$ cat src/verilog/mts_pkg.sv
package mts_pkg;

    // clock and timeout timing
    localparam int unsigned CLK_PERIOD_NS   = 10;
    localparam int unsigned TIMEOUT_BASE_US = 128;
    localparam int unsigned TIMEOUT_BASE_CYC = (TIMEOUT_BASE_US * 1000) / CLK_PERIOD_NS;
    localparam int unsigned SEL_WIDTH       = 3;
    localparam int unsigned CNT_WIDTH       = 24;
    localparam int unsigned HIT_COUNT       = 6;
    localparam int unsigned TEMP_COUNT      = 4;
    localparam int unsigned RESULT_WIDTH    = 16;

    // code written into a result that cannot be trusted
    localparam logic [15:0] RESULT_INVALID  = 16'hFFFF;
    localparam logic [15:0] RESULT_RESET    = 16'h0000;

    // what the block is waiting for
    typedef enum logic [1:0] {
        MTS_WAIT_TOF,
        MTS_WAIT_HITS,
        MTS_WAIT_TEMP
    } mts_kind_t;

    // one measurement request
    typedef struct packed {
        logic              start;
        mts_kind_t         kind;
        logic [SEL_WIDTH-1:0] sel;
    } mts_req_t;

    // hits reported by the receive path
    typedef struct packed {
        logic              t1_edge;
        logic              t2_edge;
        logic [HIT_COUNT-1:0] hits;
        logic [TEMP_COUNT-1:0] temp_done;
    } mts_hits_t;

    // supervisor status toward software
    typedef struct packed {
        logic timeout_flag;
        logic irq;
        logic force_stop;
        logic busy;
    } mts_status_t;

endpackage

$ cat src/verilog/mts_timer.sv
`timescale 1ns/1ps

// counts cycles since start and flags expiry of the selected interval
module mts_timer (
    input  wire logic                         clk_sys,
    input  wire logic                         rst,
    input  wire logic                         run,
    input  wire logic                         restart,
    input  wire logic [mts_pkg::SEL_WIDTH-1:0] sel,
    output logic                              expired
);

    logic [mts_pkg::CNT_WIDTH-1:0] count_reg;
    logic [mts_pkg::CNT_WIDTH-1:0] limit;

    // interval doubles with each select step from the base length
    function automatic logic [mts_pkg::CNT_WIDTH-1:0] limit_of(
        input logic [mts_pkg::SEL_WIDTH-1:0] s
    );
        logic [mts_pkg::CNT_WIDTH-1:0] base;
        base = mts_pkg::CNT_WIDTH'(mts_pkg::TIMEOUT_BASE_CYC);
        return base << s;
    endfunction

    assign limit = limit_of(sel);

    // counter clears at every start so each measurement is timed alone
    always_ff @(posedge clk_sys or posedge rst) begin
        if (rst) begin
            count_reg <= '0;
        end else if (restart) begin
            count_reg <= '0;
        end else if (run && count_reg != limit) begin
            count_reg <= count_reg + 1'b1;
        end
    end

    assign expired = run && (count_reg == limit);

endmodule

$ cat src/verilog/mts_supervisor.sv
`timescale 1ns/1ps

module mts_supervisor (
    input  wire logic                            clk_sys,
    input  wire logic                            rst,
    input  wire mts_pkg::mts_req_t               req,
    input  wire mts_pkg::mts_hits_t              hit_in,
    input  wire logic [mts_pkg::HIT_COUNT-1:0]   hits_needed,
    input  wire logic [mts_pkg::TEMP_COUNT-1:0]  temp_needed,
    input  wire logic                            irq_enable,
    input  wire logic                            flag_clear,
    input  wire logic                            result_we,
    input  wire logic [1:0]                      result_idx,
    input  wire logic [mts_pkg::RESULT_WIDTH-1:0] result_data,
    input  wire logic [1:0]                      read_idx,
    output logic [mts_pkg::RESULT_WIDTH-1:0]     read_data,
    output logic [mts_pkg::RESULT_WIDTH-1:0]     temperature_result_one,
    output logic [mts_pkg::RESULT_WIDTH-1:0]     temperature_result_four,
    output mts_pkg::mts_status_t                 status
);

    typedef enum logic [1:0] {
        MTS_IDLE,
        MTS_RUN,
        MTS_STOP
    } mts_state_t;

    mts_state_t                          state_reg;
    mts_pkg::mts_kind_t                  kind_reg;
    logic [mts_pkg::SEL_WIDTH-1:0]       measurement_timeout_select;
    logic [mts_pkg::HIT_COUNT-1:0]       hits_seen_reg;
    logic [mts_pkg::TEMP_COUNT-1:0]      temp_seen_reg;
    logic [mts_pkg::HIT_COUNT-1:0]       hits_need_reg;
    logic [mts_pkg::TEMP_COUNT-1:0]      temp_need_reg;
    logic                                t1_seen_reg;
    logic                                t2_seen_reg;
    logic                                timeout_flag;
    logic                                irq_reg;
    logic                                stop_reg;
    logic                                busy_reg;
    logic [mts_pkg::CNT_WIDTH-1:0]       guard_cnt_reg;
    logic [mts_pkg::CNT_WIDTH-1:0]       guard_limit;
    logic                                expired;
    logic                                complete;
    logic                                timeout_ev;
    logic [mts_pkg::RESULT_WIDTH-1:0]    result_reg [mts_pkg::TEMP_COUNT];
    logic [mts_pkg::RESULT_WIDTH-1:0]    read_data_reg;
    logic [mts_pkg::TEMP_COUNT-1:0]      invalid_reg;

    // shared timer measures the interval from each start
    mts_timer u_timer (
        .clk_sys (clk_sys),
        .rst     (rst),
        .run     (state_reg == MTS_RUN),
        .restart (req.start),
        .sel     (measurement_timeout_select),
        .expired (expired)
    );

    // the measurement is done when every hit it asked for has arrived
    always_comb begin
        unique case (kind_reg)
            mts_pkg::MTS_WAIT_TOF:  complete = t1_seen_reg && t2_seen_reg;
            mts_pkg::MTS_WAIT_HITS: complete = (hits_seen_reg & hits_need_reg) == hits_need_reg;
            default:                complete = (temp_seen_reg & temp_need_reg) == temp_need_reg;
        endcase
    end

    assign timeout_ev = (state_reg == MTS_RUN) && expired && !complete;

    // sequencing: a new start always restarts, even over a running one
    always_ff @(posedge clk_sys or posedge rst) begin
        if (rst) begin
            state_reg <= MTS_IDLE;
            busy_reg  <= 1'b0;
            kind_reg  <= mts_pkg::MTS_WAIT_TOF;
            measurement_timeout_select <= '0;
            hits_need_reg <= '0;
            temp_need_reg <= '0;
        end else if (req.start) begin
            state_reg <= MTS_RUN;
            busy_reg  <= 1'b1;
            kind_reg  <= req.kind;
            measurement_timeout_select <= req.sel;
            hits_need_reg <= hits_needed;
            temp_need_reg <= temp_needed;
        end else begin
            unique case (state_reg)
                MTS_IDLE: state_reg <= MTS_IDLE;
                MTS_RUN: begin
                    if (complete) begin
                        state_reg <= MTS_IDLE;
                        busy_reg  <= 1'b0;
                    end else if (expired) begin
                        state_reg <= MTS_STOP;
                        busy_reg  <= 1'b0;
                    end
                end
                MTS_STOP: state_reg <= MTS_IDLE;
            endcase
        end
    end

    // hit capture, cleared at each start
    always_ff @(posedge clk_sys or posedge rst) begin
        if (rst) begin
            hits_seen_reg <= '0;
            temp_seen_reg <= '0;
            t1_seen_reg   <= 1'b0;
            t2_seen_reg   <= 1'b0;
        end else if (req.start) begin
            hits_seen_reg <= '0;
            temp_seen_reg <= '0;
            t1_seen_reg   <= 1'b0;
            t2_seen_reg   <= 1'b0;
        end else if (state_reg == MTS_RUN) begin
            hits_seen_reg <= hits_seen_reg | hit_in.hits;
            temp_seen_reg <= temp_seen_reg | hit_in.temp_done;
            t1_seen_reg   <= t1_seen_reg | hit_in.t1_edge;
            t2_seen_reg   <= t2_seen_reg | hit_in.t2_edge;
        end
    end

    // forced stop pulse toward the converter
    always_ff @(posedge clk_sys or posedge rst) begin
        if (rst) begin
            stop_reg <= 1'b0;
        end else begin
            stop_reg <= timeout_ev;
        end
    end

    // sticky flag: a new timeout wins over a clear in the same cycle
    always_ff @(posedge clk_sys or posedge rst) begin
        if (rst) begin
            timeout_flag <= 1'b0;
        end else if (timeout_ev) begin
            timeout_flag <= 1'b1;
        end else if (flag_clear) begin
            timeout_flag <= 1'b0;
        end
    end

    // interrupt follows the flag only while enabled
    always_ff @(posedge clk_sys or posedge rst) begin
        if (rst) begin
            irq_reg <= 1'b0;
        end else begin
            irq_reg <= irq_enable && (timeout_ev || (timeout_flag && !flag_clear));
        end
    end

    // result store; a temperature timeout writes ffff into needed slots still missing, other timeouts mark all slots to read back ffff
    always_ff @(posedge clk_sys or posedge rst) begin
        if (rst) begin
            for (int i = 0; i < mts_pkg::TEMP_COUNT; i++) begin
                result_reg[i] <= mts_pkg::RESULT_RESET;
            end
            invalid_reg <= '0;
        end else begin
            if (req.start) begin
                invalid_reg <= '0;
            end else if (timeout_ev) begin
                for (int i = 0; i < mts_pkg::TEMP_COUNT; i++) begin
                    if (kind_reg == mts_pkg::MTS_WAIT_TEMP) begin
                        if (temp_need_reg[i] && !temp_seen_reg[i]) begin
                            result_reg[i] <= mts_pkg::RESULT_INVALID;
                        end
                    end else begin
                        invalid_reg[i] <= 1'b1;
                    end
                end
            end else if (result_we) begin
                result_reg[result_idx] <= result_data;
            end
        end
    end

    // readback masks results invalidated by a timed-out conversion
    always_ff @(posedge clk_sys or posedge rst) begin
        if (rst) begin
            read_data_reg <= mts_pkg::RESULT_RESET;
        end else if (invalid_reg[read_idx]) begin
            read_data_reg <= mts_pkg::RESULT_INVALID;
        end else begin
            read_data_reg <= result_reg[read_idx];
        end
    end

    assign read_data               = read_data_reg;
    assign temperature_result_one  = result_reg[0];
    assign temperature_result_four = result_reg[3];
    assign status.timeout_flag     = timeout_flag;
    assign status.irq              = irq_reg;
    assign status.force_stop       = stop_reg;
    assign status.busy             = busy_reg;

    // longest run allowed for the select taken at the last start
    assign guard_limit = mts_pkg::CNT_WIDTH'(mts_pkg::TIMEOUT_BASE_CYC) << measurement_timeout_select;

    // cycles spent running, kept apart from the timer so a stuck timer shows up
    always_ff @(posedge clk_sys or posedge rst) begin
        if (rst) begin
            guard_cnt_reg <= '0;
        end else if (req.start || state_reg != MTS_RUN) begin
            guard_cnt_reg <= '0;
        end else if (guard_cnt_reg <= guard_limit) begin
            guard_cnt_reg <= guard_cnt_reg + 1'b1; // saturates one past the limit
        end
    end

    chk_stop_on_timeout: assert property (@(posedge clk_sys) disable iff (rst)
        timeout_ev |=> stop_reg && timeout_flag) else $error("timeout without stop");
    chk_stop_has_cause: assert property (@(posedge clk_sys) disable iff (rst)
        stop_reg |-> $past(state_reg) == MTS_RUN && $past(expired))
        else $error("stop without expiry");
    chk_flag_sticky: assert property (@(posedge clk_sys) disable iff (rst)
        timeout_flag && !flag_clear |=> timeout_flag) else $error("flag lost");
    chk_flag_rise_cause: assert property (@(posedge clk_sys) disable iff (rst)
        $rose(timeout_flag) |-> $past(timeout_ev)) else $error("flag rose alone");
    chk_irq_gated: assert property (@(posedge clk_sys) disable iff (rst)
        !irq_enable |=> !irq_reg) else $error("irq while disabled");
    chk_irq_asserts: assert property (@(posedge clk_sys) disable iff (rst)
        irq_enable && timeout_ev |=> irq_reg) else $error("irq missing");
    chk_invalid_read: assert property (@(posedge clk_sys) disable iff (rst)
        invalid_reg[read_idx] |=> read_data_reg == 16'hFFFF) else $error("bad read");
    chk_temp_open: assert property (@(posedge clk_sys) disable iff (rst)
        timeout_ev && kind_reg == mts_pkg::MTS_WAIT_TEMP && temp_need_reg[3]
        && !temp_seen_reg[3] |=> result_reg[3] == 16'hFFFF)
        else $error("open probe not marked");
    chk_timer_bound: assert property (@(posedge clk_sys) disable iff (rst)
        state_reg == MTS_RUN |-> guard_cnt_reg <= guard_limit) else $error("timeout late");

endmodule

$ cat config.mk
export PLATFORM = sky130hd
export DESIGN_NAME = mts_supervisor
export DESIGN_NICKNAME = d
export VERILOG_FILES = /design/src/verilog/mts_pkg.sv /design/src/verilog/mts_timer.sv /design/src/verilog/mts_supervisor.sv
export SDC_FILE = /design/constraint.sdc
export NUM_CORES = 1
export LEC_CHECK = 0
export BUFFER_PORTS_ARGS = -buffer_cell sky130_fd_sc_hd__buf_2
export CAP_MARGIN = 10
export CELL_PAD_IN_SITES_DETAIL_PLACEMENT = 0
export CELL_PAD_IN_SITES_GLOBAL_PLACEMENT = 2
export CORE_UTILIZATION = 40
export DETAILED_ROUTE_END_ITERATION = 8
export PLACE_DENSITY = 0.9
export SYNTH_ARGS = -nofsm -noshare
export SYNTH_HDL_FRONTEND = slang
export SYNTH_HIERARCHICAL = 1
export SYNTH_SLANG_ARGS = --single-unit
$ cat constraint.sdc
create_clock -name clk_sys -period 7.4 [get_ports clk_sys]
set_input_delay 1.48 -clock clk_sys [delete_from_list [all_inputs] [get_ports clk_sys]]
set_output_delay 1.48 -clock clk_sys [all_outputs]
set_load 0.005 [all_outputs]
==> results of run 1 <==
==> worst register-to-register path: cells and delay by family, from the launching register on <==
family | cells | cell delay (ps)
AOI/OAI and AO/OA | 3 | 1220
adders and majority gates | 1 | 310
DFF | 1 | 480
muxes | 1 | 200
and+or+nand+nor | 5 | 1450
==> routing by layer <==
layer	part of all wire	vias to the layer above	wire (um)
met5	0	-	0
met4	0.031	0	505
met3	0.038	39	635
met2	0.49	115	8150
met1	0.44	2520	7250
li1	-	2273	-
==> stage by stage <==
stage | setup WS (ps) | std cells
CTS | 3560 | 936
global placement | 3720 | 904
finish | 3570 | 939
global route | 3230 | 939
floorplan | 2900 | 639
detailed placement | 3590 | 904
==> cell usage after synthesis, types with 14 or more instances <==
library cell  count
or2_2            16
clkbuf_1         20
dfrtp_1         138
nor2_1          109
a21oi_1          22
xor2_1           15
inv_1            34
nand4_1          14
buf_4            36
mux2i_1          65
mux4_2           16
==> layout make-up <==
type / count / area (um2) / share of cell area
Sequential cell: 138 / 3450 / 0.430
Antenna cell: 3 / 7.51 / 0.000934
Multi-Input combinational cell: 401 / 2940 / 0.366
Clock inverter: 14 / 220 / 0.0274
Clock buffer: 18 / 439 / 0.0546
Timing Repair Buffer: 111 / 573 / 0.0713
Tap cell: 220 / 275 / 0.0343
Inverter: 34 / 130 / 0.0162
==> worst max path at each step <==
stage	to	slack (ps)
2_1_floorplan	busy_reg	2900
3_3_place_gp	temperature_result_one[12]	3720
3_5_place_dp	temperature_result_one[6]	3590
4_1_cts	temperature_result_one[0]	3560
6_report	temperature_result_one[3]	3570
5_1_grt	temperature_result_one[0]	3230
==> power by group <==
group	internal, mW	switching [mW]	leakage (nW)
Combinational	0.204	0.193	1.59
Clock	0.608	0.332	0.309
Sequential	0.884	0.0881	1.71
Total	1.70	0.613	3.61
==> kinds of logic (layout without fill, tap and decap cells) <==
family | after synthesis | count (layout) | synth area share
multiplexers | 93 | 93 | 0.164
AND/OR/NAND/NOR | 225 | 225 | 0.166
adder cells (fa/ha/maj) | 6 | 6 | 0.0108
XOR/XNOR | 25 | 25 | 0.0314
buffers and inverters | 100 | 177 | 0.0838
other | 0 | 3 | 0
AO/OA/AOI/OAI | 52 | 52 | 0.0485
flip-flops | 138 | 138 | 0.495
==> summary.txt, run 1 <==
Flow run
  • Max_cap viols: 0

Setup path
  • CP Data Arrival Time: 4080 ps
  • CP Launch Point: measurement_timeout_select[1]
  • Flop2flop setup slack: 3570 ps
  • R2r worst-path depth: 10
  • Required time of the worst setup path: 7650 ps
  • Top Family by Delay on Critical Path: simple AND/OR/NAND/NOR gates
  • Peak fanout along the critical path: 16
  • CP Class: flip-flop to flip-flop
  • Critical path buffers and inverters: 0
  • CP Cell Sequence: ha_1 > nand2_2 > a2111o_1 > a211o_1 > or4b_1 > nor3_2 > nor4b_1 > o31a_1 > nor3_4 > mux2i_1
  • Crit Reg-Reg Startpoint: measurement_timeout_select[1]
  • Crit end category: flip-flop
  • Slowest stage delay, CP: about 500 ps
  • Reg-to-reg endpoint: temperature_result_one[3]
  • Cell count along the critical path: 10
  • Element type at the critical path start: flip-flop
  • CP max stage cell: o31a_1

Finish
  • Filler Cells Inserted: 1562
  • Layout net count: 762
  • P&R area growth vs syn: 15.3%
  • Final Util: 0.478
  • Fraction of layout cells with a size suffix above 1: 0.275
  • Most frequent cells in the layout: 138 x dfrtp_1, 108 x nor2_1, 104 x buf_2
  • Flip-flop count of the largest register after layout: 32
  • Cell area after layout: 8040 um2
  • Commonest non-fill, non-tap cell in the layout: dfrtp_1

Synthesis
  • Yosys warns: 6
  • #FFs+latches synth: 138
  • Post-synth top area share: 0.495
  • Area contributors post-synth: dfrtp_1 50%, mux2i_1 9.3%, nor2_1 5.9%
  • Netlist Area Pre-Place: between 6000 and 7000 um2
  • Register area share after synthesis: 0.495
  • Net Count, Synth: about 700
  • Distinct cell type count after synthesis: 59
  • EDFF count, synth: 0
  • Cells after synthesis: 639
  • Primary FF master, synth: dfrtp_1
  • Largest area contributor in the netlist: dfrtp_1
  • Syn Area/Cell: 10.9 um2
  • Share of synthesized registers carrying an async set or reset: 1.00

Timing
  • Final period util: 0.518
  • Hold Vio Cnt, Final: 0
  • Max-slew violations: 0
  • Worst-margin pin slew: 1140 ps
  • FMAX: between 200 and 300 MHz
  • Setup TNS: 0 ps
  • Setup Viol. Count Final: 0
  • RSZ-0062 raised after global routing: false
  • Tmin final: about 3800 ps
  • Rel. slew slack: 0.237
  • Fin Hold WS: 491 ps
  • Clock skew: 8.99 ps

Global route
  • Met1 Resource Use GR: 0.248
  • First-pass GRT wire length: 27000 um
  • Met2 usage: 0.318
  • Grt peak-use layer: met2
  • Grt met3 use: 0.0503
  • Grt total ovfl: 0
  • Initial antenna violation count: 3
  • Largest net degree at the start of global routing: 66
  • Vias in the first global route: 5089
  • Total Routing Usage GR: 0.197

Routing
  • Post-route ant nets: 0
  • Drt drc: 0
  • 1st-iter DRT viols: 212
  • Pre-antenna DRT Iters: 4
  • Routed wire length: 16500 um
  • Via density: roughly 5.3
  • Vias: slightly below 5k
  • Avg WL per Cell: ~18 um

Power
  • P per Cell Area: 287 nW/um2
  • Peak VDD IR: 0.000168 V
  • Pleak: 3.61 nW
  • Power, Total: 2.31 mW

Die
  • Initial Util: 0.415
  • Row count: 47
  • Ports: 105
  • Die X: 134 um
  • Die Y: 134 um
  • Die area: 18000 um2
  • Core ar.: 16800 um2

Placement
  • HPWL Detailed: 11200 um
  • Placed cell areas: 7370 um2
  • Gpl congestion: 0.876
  • Port bufs: approximately 100

Clock tree
  • Num CTS Buffers: 17
  • CTS HTree Levels: 4
  • CTS sink cnt: 138
  • Hold buffers post-CTS: 0
  • Bufs on Longest Clock Path: 2
  • Worst-path clk slew: about 60 ps
  • Root Driver: clkbuf_16
  • CTS tree: done
  • Post-CTS Setup Bufs: 0
  • Post-CTS sizing: 0
  • Clk_lat worst skew: between 400 and 500 ps

Min path
  • Hold endpoint: t1_seen_reg
  • Hold Path Class: flip-flop to flip-flop
  • Hold Path Depth: 2
  • Hold path start: t1_seen_reg

Outcome
  • Status: complete, no violations
No activity file was read; power rests on OpenSTA's default activity.
==> run 2: changes to the inputs <==
--- a/config.mk
+++ b/config.mk
@@ -9,9 +9,9 @@
 export CAP_MARGIN = 10
 export CELL_PAD_IN_SITES_DETAIL_PLACEMENT = 0
 export CELL_PAD_IN_SITES_GLOBAL_PLACEMENT = 2
-export CORE_UTILIZATION = 40
+export CORE_UTILIZATION = 34
 export DETAILED_ROUTE_END_ITERATION = 8
-export PLACE_DENSITY = 0.9
+export PLACE_DENSITY = 0.82
 export SYNTH_ARGS = -nofsm -noshare
 export SYNTH_HDL_FRONTEND = slang
 export SYNTH_HIERARCHICAL = 1
==> constraint.sdc (replaced) <==
create_clock -name clk_sys -period 3.25 [get_ports clk_sys]
set_input_delay 0.65 -clock clk_sys [delete_from_list [all_inputs] [get_ports clk_sys]]
set_output_delay 0.65 -clock clk_sys [all_outputs]
set_load 0.005 [all_outputs]
==> run 2 against run 1 <==
Clock-buffer cell count fell by 1. Global-route usage fell by 3.0 points. Utilization fell by 6.4 points. Combinational power rose by 140%. Routed wire length rose by 0.37%. First-iteration DRC count rose by 25%. Sequential share of layout area fell by 1.6 points. Via count fell by 0.53%. Cell area rose by 3.8%. Critical path type unchanged. Critical endpoint is now result_reg[33]. Largest cell class unchanged.
==> summary.txt, run 2 (synthesized netlist as in run 1, its figures left out) <==
Setup path
  • Peak fanout along the critical path: 16 (unchanged)
  • CP max stage cell: or4b_4
  • Crit end category: flip-flop
  • Cell count along the critical path: 13 (+3)
  • CP Data Arrival Time: 3450 ps (-630 ps)
  • Element type at the critical path start: flip-flop
  • Slowest stage delay, CP: 490 ps (about the same)
  • Top Family by Delay on Critical Path: simple AND/OR/NAND/NOR gates
  • Reg-to-reg endpoint: result_reg[33]
  • Crit Reg-Reg Startpoint: measurement_timeout_select[1]
  • Required time of the worst setup path: 3580 ps (-4070 ps)
  • CP Class: flip-flop to flip-flop
  • CP Launch Point: measurement_timeout_select[1]
  • Critical path endpoint: result_reg[33]
  • R2r worst-path depth: 13 (+3)
  • Flop2flop setup slack: 120 ps (-3450 ps)
  • Critical path buffers and inverters: 3 (+3)
  • CP dominant cell by count: buf_12
  • CP Cell Sequence: inv_1 > ha_1 > nor2b_1 > a311o_1 > a211o_1 > or4b_4 > nor3_2 > nor4b_2 > o31a_1 > buf_12 > nor3_4 > buf_12 > mux2i_1

Routing
  • Routed wire length: 16600 um (+0.37%)
  • Vias: 4921 (-0.53%)
  • Post-route ant nets: 0 (unchanged)
  • Drt drc: 0 (unchanged)
  • Avg WL per Cell: 16.5 um (-6.2%)
  • Via density: 4.90 (-7.1%)
  • Pre-antenna DRT Iters: 5 (+1)
  • 1st-iter DRT viols: 265 (+25%)

Die
  • Die area: 21100 um2 (+17%)
  • Initial Util: 0.346 (-0.0689)
  • Ports: 105 (unchanged)
  • Die X: 145 um (+8.3%)
  • Row count: 52 (+11%)
  • Die Y: 145 um (+8.3%)
  • Core ar.: 20200 um2 (+20%)

Finish
  • Flip-flop count of the largest register after layout: 32 (unchanged)
  • Cell area after layout: 8340 um2 (+3.8%)
  • P&R area growth vs syn: 19.6%
  • Filler Cells Inserted: 1994 (+28%)
  • Most frequent cells in the layout: 138 x dfrtp_1, 108 x nor2_1, 104 x buf_2
  • Register Area: 3450 um2 (unchanged)
  • Commonest non-fill, non-tap cell in the layout: dfrtp_1
  • Finished Layout Cells: 1005 (+7.0%)
  • Multi-input gate area: 2950 um2 (+0.47%)
  • Final Util: 0.414 (-0.0642)
  • Layout net count: 781 (+2.5%)
  • Fraction of layout cells with a size suffix above 1: 0.298 (+0.0228)
  • ANT cells: 0 (-3)

Global route
  • First-pass GRT wire length: 27400 um (+1.4%)
  • Grt total ovfl: 0 (unchanged)
  • Vias in the first global route: 5168 (+1.6%)
  • Largest net degree at the start of global routing: 112 (+70%)
  • Total Routing Usage GR: 0.166 (-0.0303)
  • Initial antenna violation count: 0 (-3)

Clock tree
  • CTS sink cnt: 138 (unchanged)
  • Worst-path clk slew: 60 ps (about the same)
  • CTS tree: done
  • CTS HTree Levels: 4 (unchanged)
  • Root Driver: clkbuf_16
  • Hold buffers post-CTS: 0 (unchanged)
  • Bufs on Longest Clock Path: 2 (unchanged)
  • Num CTS Buffers: 17 (unchanged)
  • Clk_lat worst skew: 420 ps (about the same)

Power
  • Power, Total: 5.15 mW (+120%)
  • Sw frac: 0.277 (+0.0110)
  • Pint: 3.73 mW (+120%)
  • Clock share of power: 0.391 (-0.016)
  • Pleak: 3.72 nW (+3.1%)
  • Switching Power: 1.42 mW (+130%)
  • Gate power share: 0.182 (+0.010)
  • Seq pwr share: 0.427 (+0.006)
  • P per Cell Area: 617 nW/um2 (+110%)
  • Peak VDD IR: 0.000369 V (+120%)

Timing
  • Fin Hold WS: 124 ps (-367 ps)
  • Max-slew violations: 0 (unchanged)
  • Rel. slew slack: 0.376 (+0.138)
  • Clock skew: 10.2 ps (+1.21 ps)
  • Worst-margin pin slew: 936 ps (-205 ps)
  • Setup Viol. Count Final: 0 (unchanged)
  • RSZ-0062 raised after global routing: false
  • Final period util: 0.962 (+0.444)
  • FMAX: 320 MHz (+23%)
  • Tmin final: 3130 ps (-705 ps)
  • Hold Vio Cnt, Final: 0 (unchanged)

Min path
  • Hold Path Class: input pin to asynchronous set/reset pin

Outcome
  • Status: complete, no violations

Flow run
  • Max_cap viols: 0 (unchanged)

Placement
  • Port bufs: 104 (unchanged)
  • Cells after DPL: 965 (+6.7%)
  • Placed cell areas: 7600 um2 (+3.2%)
  • HPWL Detailed: 11200 um (+0.28%)
  • Gpl congestion: 0.802 (-8.5%)
[run 2: repair_timing]
item / CTS / global route
setup endpoints to repair: 25 / 65
hold endpoints to repair: 0 / 0
buffers inserted: 3 / 5
pin swaps: 2 / 3
gates resized for setup: 1 / 2
[run 2: metrics by stage]
step	worst slack [ps]	TNS (ps)
after floorplan	39.0	0
after global placement	59.1	0
after detailed placement	-19.9	-97.9
after CTS	-3.41	-3.41
after global routing	15.5	0
final	124	0
[run 2: layout make-up]
cell class                      instances  share of cell area
Clock inverter                         15              0.0228
Tap cell                              270              0.0405
Timing Repair Buffer                  130               0.102
Sequential cell                       138               0.414
Clock buffer                           17              0.0510
Multi-Input combinational cell        401               0.354
Inverter                               34              0.0157
[run 2: worst min-delay path by stage]
| stage | from | end | depth (start not counted) |
|---|---|---|---|
| 2_1_floorplan | hits_seen_reg[1] | hits_seen_reg[1] | 2 |
| 3_3_place_gp | temp_seen_reg[1] | temp_seen_reg[1] | 2 |
| 3_5_place_dp | temp_seen_reg[2] | temp_seen_reg[2] | 2 |
| 4_1_cts | rst | stop_reg | 2 |
| 5_1_grt | rst | timeout_flag | 2 |
| 6_report | rst | timeout_flag | 2 |
[run 2: worst reg2reg max path, delay by kind of cell, from the launching register on]
kind | cells | cell delay, ps
AND/OR/NAND/NOR | 5 | 1060
AO/OA/AOI/OAI | 3 | 830
flip-flops | 1 | 380
buffers and inverters | 3 | 380
adder cells (fa/ha/maj) | 1 | 190
multiplexers | 1 | 190
[run 2: power groups by stage]
stage | logic (mW) | clock network [mW] | registers, mW
2_1_floorplan | 0.729 | 0 | 2.17
3_3_place_gp | 0.905 | 0 | 2.22
3_5_place_dp | 0.935 | 0 | 2.23
4_1_cts | 0.942 | 2.07 | 2.20
5_1_grt | 1.04 | 2.14 | 2.23
6_report | 0.937 | 2.01 | 2.20
[run 2: layer usage]
| metal | GRT usage | routed length, um | share of wire |
|---|---|---|---|
| met1 | 0.212 | 7340 | 0.44 |
| met2 | 0.282 | 8350 | 0.50 |
| met3 | 0.0311 | 663 | 0.040 |
| met4 | 0.0584 | 249 | 0.015 |
| met5 | 0 | 0 | 0 |
==> run 3: changes to the inputs <==
--- a/config.mk
+++ b/config.mk
@@ -9,9 +9,10 @@
 export CAP_MARGIN = 10
 export CELL_PAD_IN_SITES_DETAIL_PLACEMENT = 0
 export CELL_PAD_IN_SITES_GLOBAL_PLACEMENT = 2
-export CORE_UTILIZATION = 34
+export CORE_UTILIZATION = 37
 export DETAILED_ROUTE_END_ITERATION = 8
-export PLACE_DENSITY = 0.82
+export GPL_TIMING_DRIVEN = 0
+export PLACE_DENSITY = 0.87
 export SYNTH_ARGS = -nofsm -noshare
 export SYNTH_HDL_FRONTEND = slang
 export SYNTH_HIERARCHICAL = 1
==> constraint.sdc (replaced) <==
create_clock -name clk_sys -period 3.1 [get_ports clk_sys]
set_input_delay 0.62 -clock clk_sys [delete_from_list [all_inputs] [get_ports clk_sys]]
set_output_delay 0.62 -clock clk_sys [all_outputs]
set_load 0.005 [all_outputs]
==> run 3 against run 2 <==
Worst setup slack worse by 97 ps. Largest power group unchanged. Clock skew up 3.6 ps. Critical path type unchanged. Combinational power up 27%. Largest cell class unchanged. Highest routed layer unchanged. Routed wire length up 9.5%.
==> summary.txt, run 3 (synthesized netlist as in run 1, its figures left out) <==
Routing
  • Vias: 5214 (+6.0%)
  • Post-route ant nets: 0 (unchanged)
  • Routed wire length: 18200 um (+9.5%)
  • Via density: 5.06 (+3.3%)
  • Pre-antenna DRT Iters: 5 (unchanged)
  • Avg WL per Cell: 17.6 um (+6.8%)
  • 1st-iter DRT viols: 298 (+12%)
  • Drt drc: 0 (unchanged)

Finish
  • Layout net count: 845 (+8.2%)
  • Flip-flop count of the largest register after layout: 32 (unchanged)
  • Cell area after layout: 8850 um2 (+6.1%)
  • Fraction of layout cells with a size suffix above 1: 0.353 (+0.0550)
  • Most frequent cells in the layout: 135 x dfrtp_1, 105 x nor2_1, 105 x buf_2
  • Commonest non-fill, non-tap cell in the layout: dfrtp_1
  • P&R area growth vs syn: 26.9%

Die
  • Die area: 19400 um2 (-8.0%)
  • Initial Util: 0.383 (+0.0372)
  • Ports: 105 (unchanged)
  • Core ar.: 18200 um2 (-9.7%)
  • Die X: 139 um (-4.1%)
  • Row count: 49 (-5.8%)
  • Die Y: 139 um (-4.1%)

Power
  • Sw frac: 0.275 (-0.00118)
  • Seq pwr share: 0.414 (-0.013)
  • Peak VDD IR: 0.000371 V (+0.52%)
  • P per Cell Area: 629 nW/um2 (+1.8%)
  • Gate power share: 0.214 (+0.032)
  • Pleak: 4.00 nW (+7.4%)
  • Pint: 4.03 mW (+8.2%)
  • Power, Total: 5.56 mW (+8.0%)
  • Switching Power: 1.53 mW (+7.6%)
  • Clock share of power: 0.373 (-0.018)

Clock tree
  • Clk_lat worst skew: 420 ps (about the same)
  • Worst-path clk slew: 60 ps (about the same)
  • CTS HTree Levels: 4 (unchanged)
  • CTS tree: done
  • CTS sink cnt: 138 (unchanged)
  • Bufs on Longest Clock Path: 2 (unchanged)
  • Hold buffers post-CTS: 0 (unchanged)
  • Num CTS Buffers: 17 (unchanged)
  • Root Driver: clkbuf_16

Timing
  • Max-slew violations: 0 (unchanged)
  • Hold Vio Cnt, Final: 0 (unchanged)
  • Worst-margin pin slew: 942 ps (+6.31 ps)
  • Setup Viol. Count Final: 0 (unchanged)
  • Final worst slack: 27.5 ps (-96.7 ps)
  • Final period util: 0.991 (+0.0293)
  • Rel. slew slack: 0.371 (-0.00421)
  • Setup TNS: 0 ps (unchanged)
  • Clock skew: 13.8 ps (+3.57 ps)
  • FMAX: 325 MHz (+1.7%)
  • Tmin final: 3070 ps (-53.3 ps)
  • RSZ-0062 raised after global routing: true

Setup path
  • R2r worst-path depth: 13 (unchanged)
  • CP Data Arrival Time: 3410 ps (-40 ps)
  • Crit end category: flip-flop
  • CP Class: flip-flop to flip-flop
  • Required time of the worst setup path: 3430 ps (-150 ps)
  • Peak fanout along the critical path: 7 (-9)
  • Element type at the critical path start: flip-flop

Placement
  • Post-Place Setup Slack: -1100 ps (-1080 ps)
  • Gpl congestion: 0.790 (-1.4%)
  • Port bufs: 102 (-1.9%)
  • HPWL Detailed: 12400 um (+11%)
  • Placed cell areas: 7850 um2 (+3.2%)

Global route
  • Total Routing Usage GR: 0.201 (+0.0344)
  • Grt total ovfl: 0 (unchanged)
  • Vias in the first global route: 5633 (+9.0%)
  • Initial antenna violation count: 3 (+3)
  • Largest net degree at the start of global routing: 37 (-67%)
  • First-pass GRT wire length: 29900 um (+9.2%)

Min path
  • Hold Path Class: input pin to asynchronous set/reset pin

Outcome
  • Status: complete, no violations

Flow run
  • Max_cap viols: 0 (unchanged)
[run 3: final timing paths]
| kind | slack (ps) | endpoint | start |
|---|---|---|---|
| worst max-delay path | 30 | result_reg[22] | measurement_timeout_select[1] |
| worst min-delay path | 190 | irq_reg | rst |
| worst max register to register | 30 | result_reg[22] | measurement_timeout_select[1] |
| worst min register to register | 480 | hits_seen_reg[3] | hits_seen_reg[3] |
| max in group asynchronous | 2080 | u_timer/count_reg[0] | rst |
| min in group clk_sys | 420 | hits_need_reg[4] | hits_needed[4] |
[run 3: metal layers]
layer | routed length (um) | global-route usage
met2 | 9240 | 0.339
met3 | 766 | 0.0496
met4 | 361 | 0.0836
met5 | 0 | 0
met1 | 7820 | 0.246
[run 3: repair_timing]
item	4_1_cts	5_1_grt
setup endpoints to repair	68	68
pin swaps	14	1
resized for setup	37	6
setup buffers	21	1
cloned	2	0
[run 3: layout make-up]
cell class / instances / area (um2)
Inverter: 34 / 131
Antenna cell: 3 / 7.51
Timing Repair Buffer: 129 / 837
Clock inverter: 15 / 178
Sequential cell: 138 / 3460
Multi-Input combinational cell: 401 / 3060
Fill cell: 1658 / 9360
Clock buffer: 17 / 425
Buffer: 65 / 470
Tap cell: 229 / 287
[run 3: metrics by stage]
stage / utilization / hold slack [ps] / instances
after floorplan: - / 454 / 639
after global placement: 0.428 / 467 / 970
after detailed placement: 0.431 / 475 / 973
after CTS: 0.484 / 188 / 1027
after global routing: 0.486 / 203 / 1031
final: 0.486 / 193 / 1031
[run 3: power by group through the flow]
| stage | sequential (mW) | combinational [mW] | clock, mW |
|---|---|---|---|
| 2_1_floorplan | 2.28 | 0.765 | 0 |
| 3_3_place_gp | 2.32 | 1.09 | 0 |
| 3_5_place_dp | 2.33 | 1.13 | 0 |
| 4_1_cts | 2.30 | 1.18 | 2.10 |
| 5_1_grt | 2.34 | 1.32 | 2.18 |
| 6_report | 2.30 | 1.19 | 2.07 |
[run 3: critical path, stage by stage (launching register included)]
cell,delay [ps]
dfrtp_2,410
ha_4,160
nand2_2,50
a2111o_1,400
a211o_1,280
or4b_4,500
nor3_4,180
buf_4,170
nand3_1,120
nor2_4,150
buf_12,140
nor3_4,80
buf_6,160
mux2i_1,170
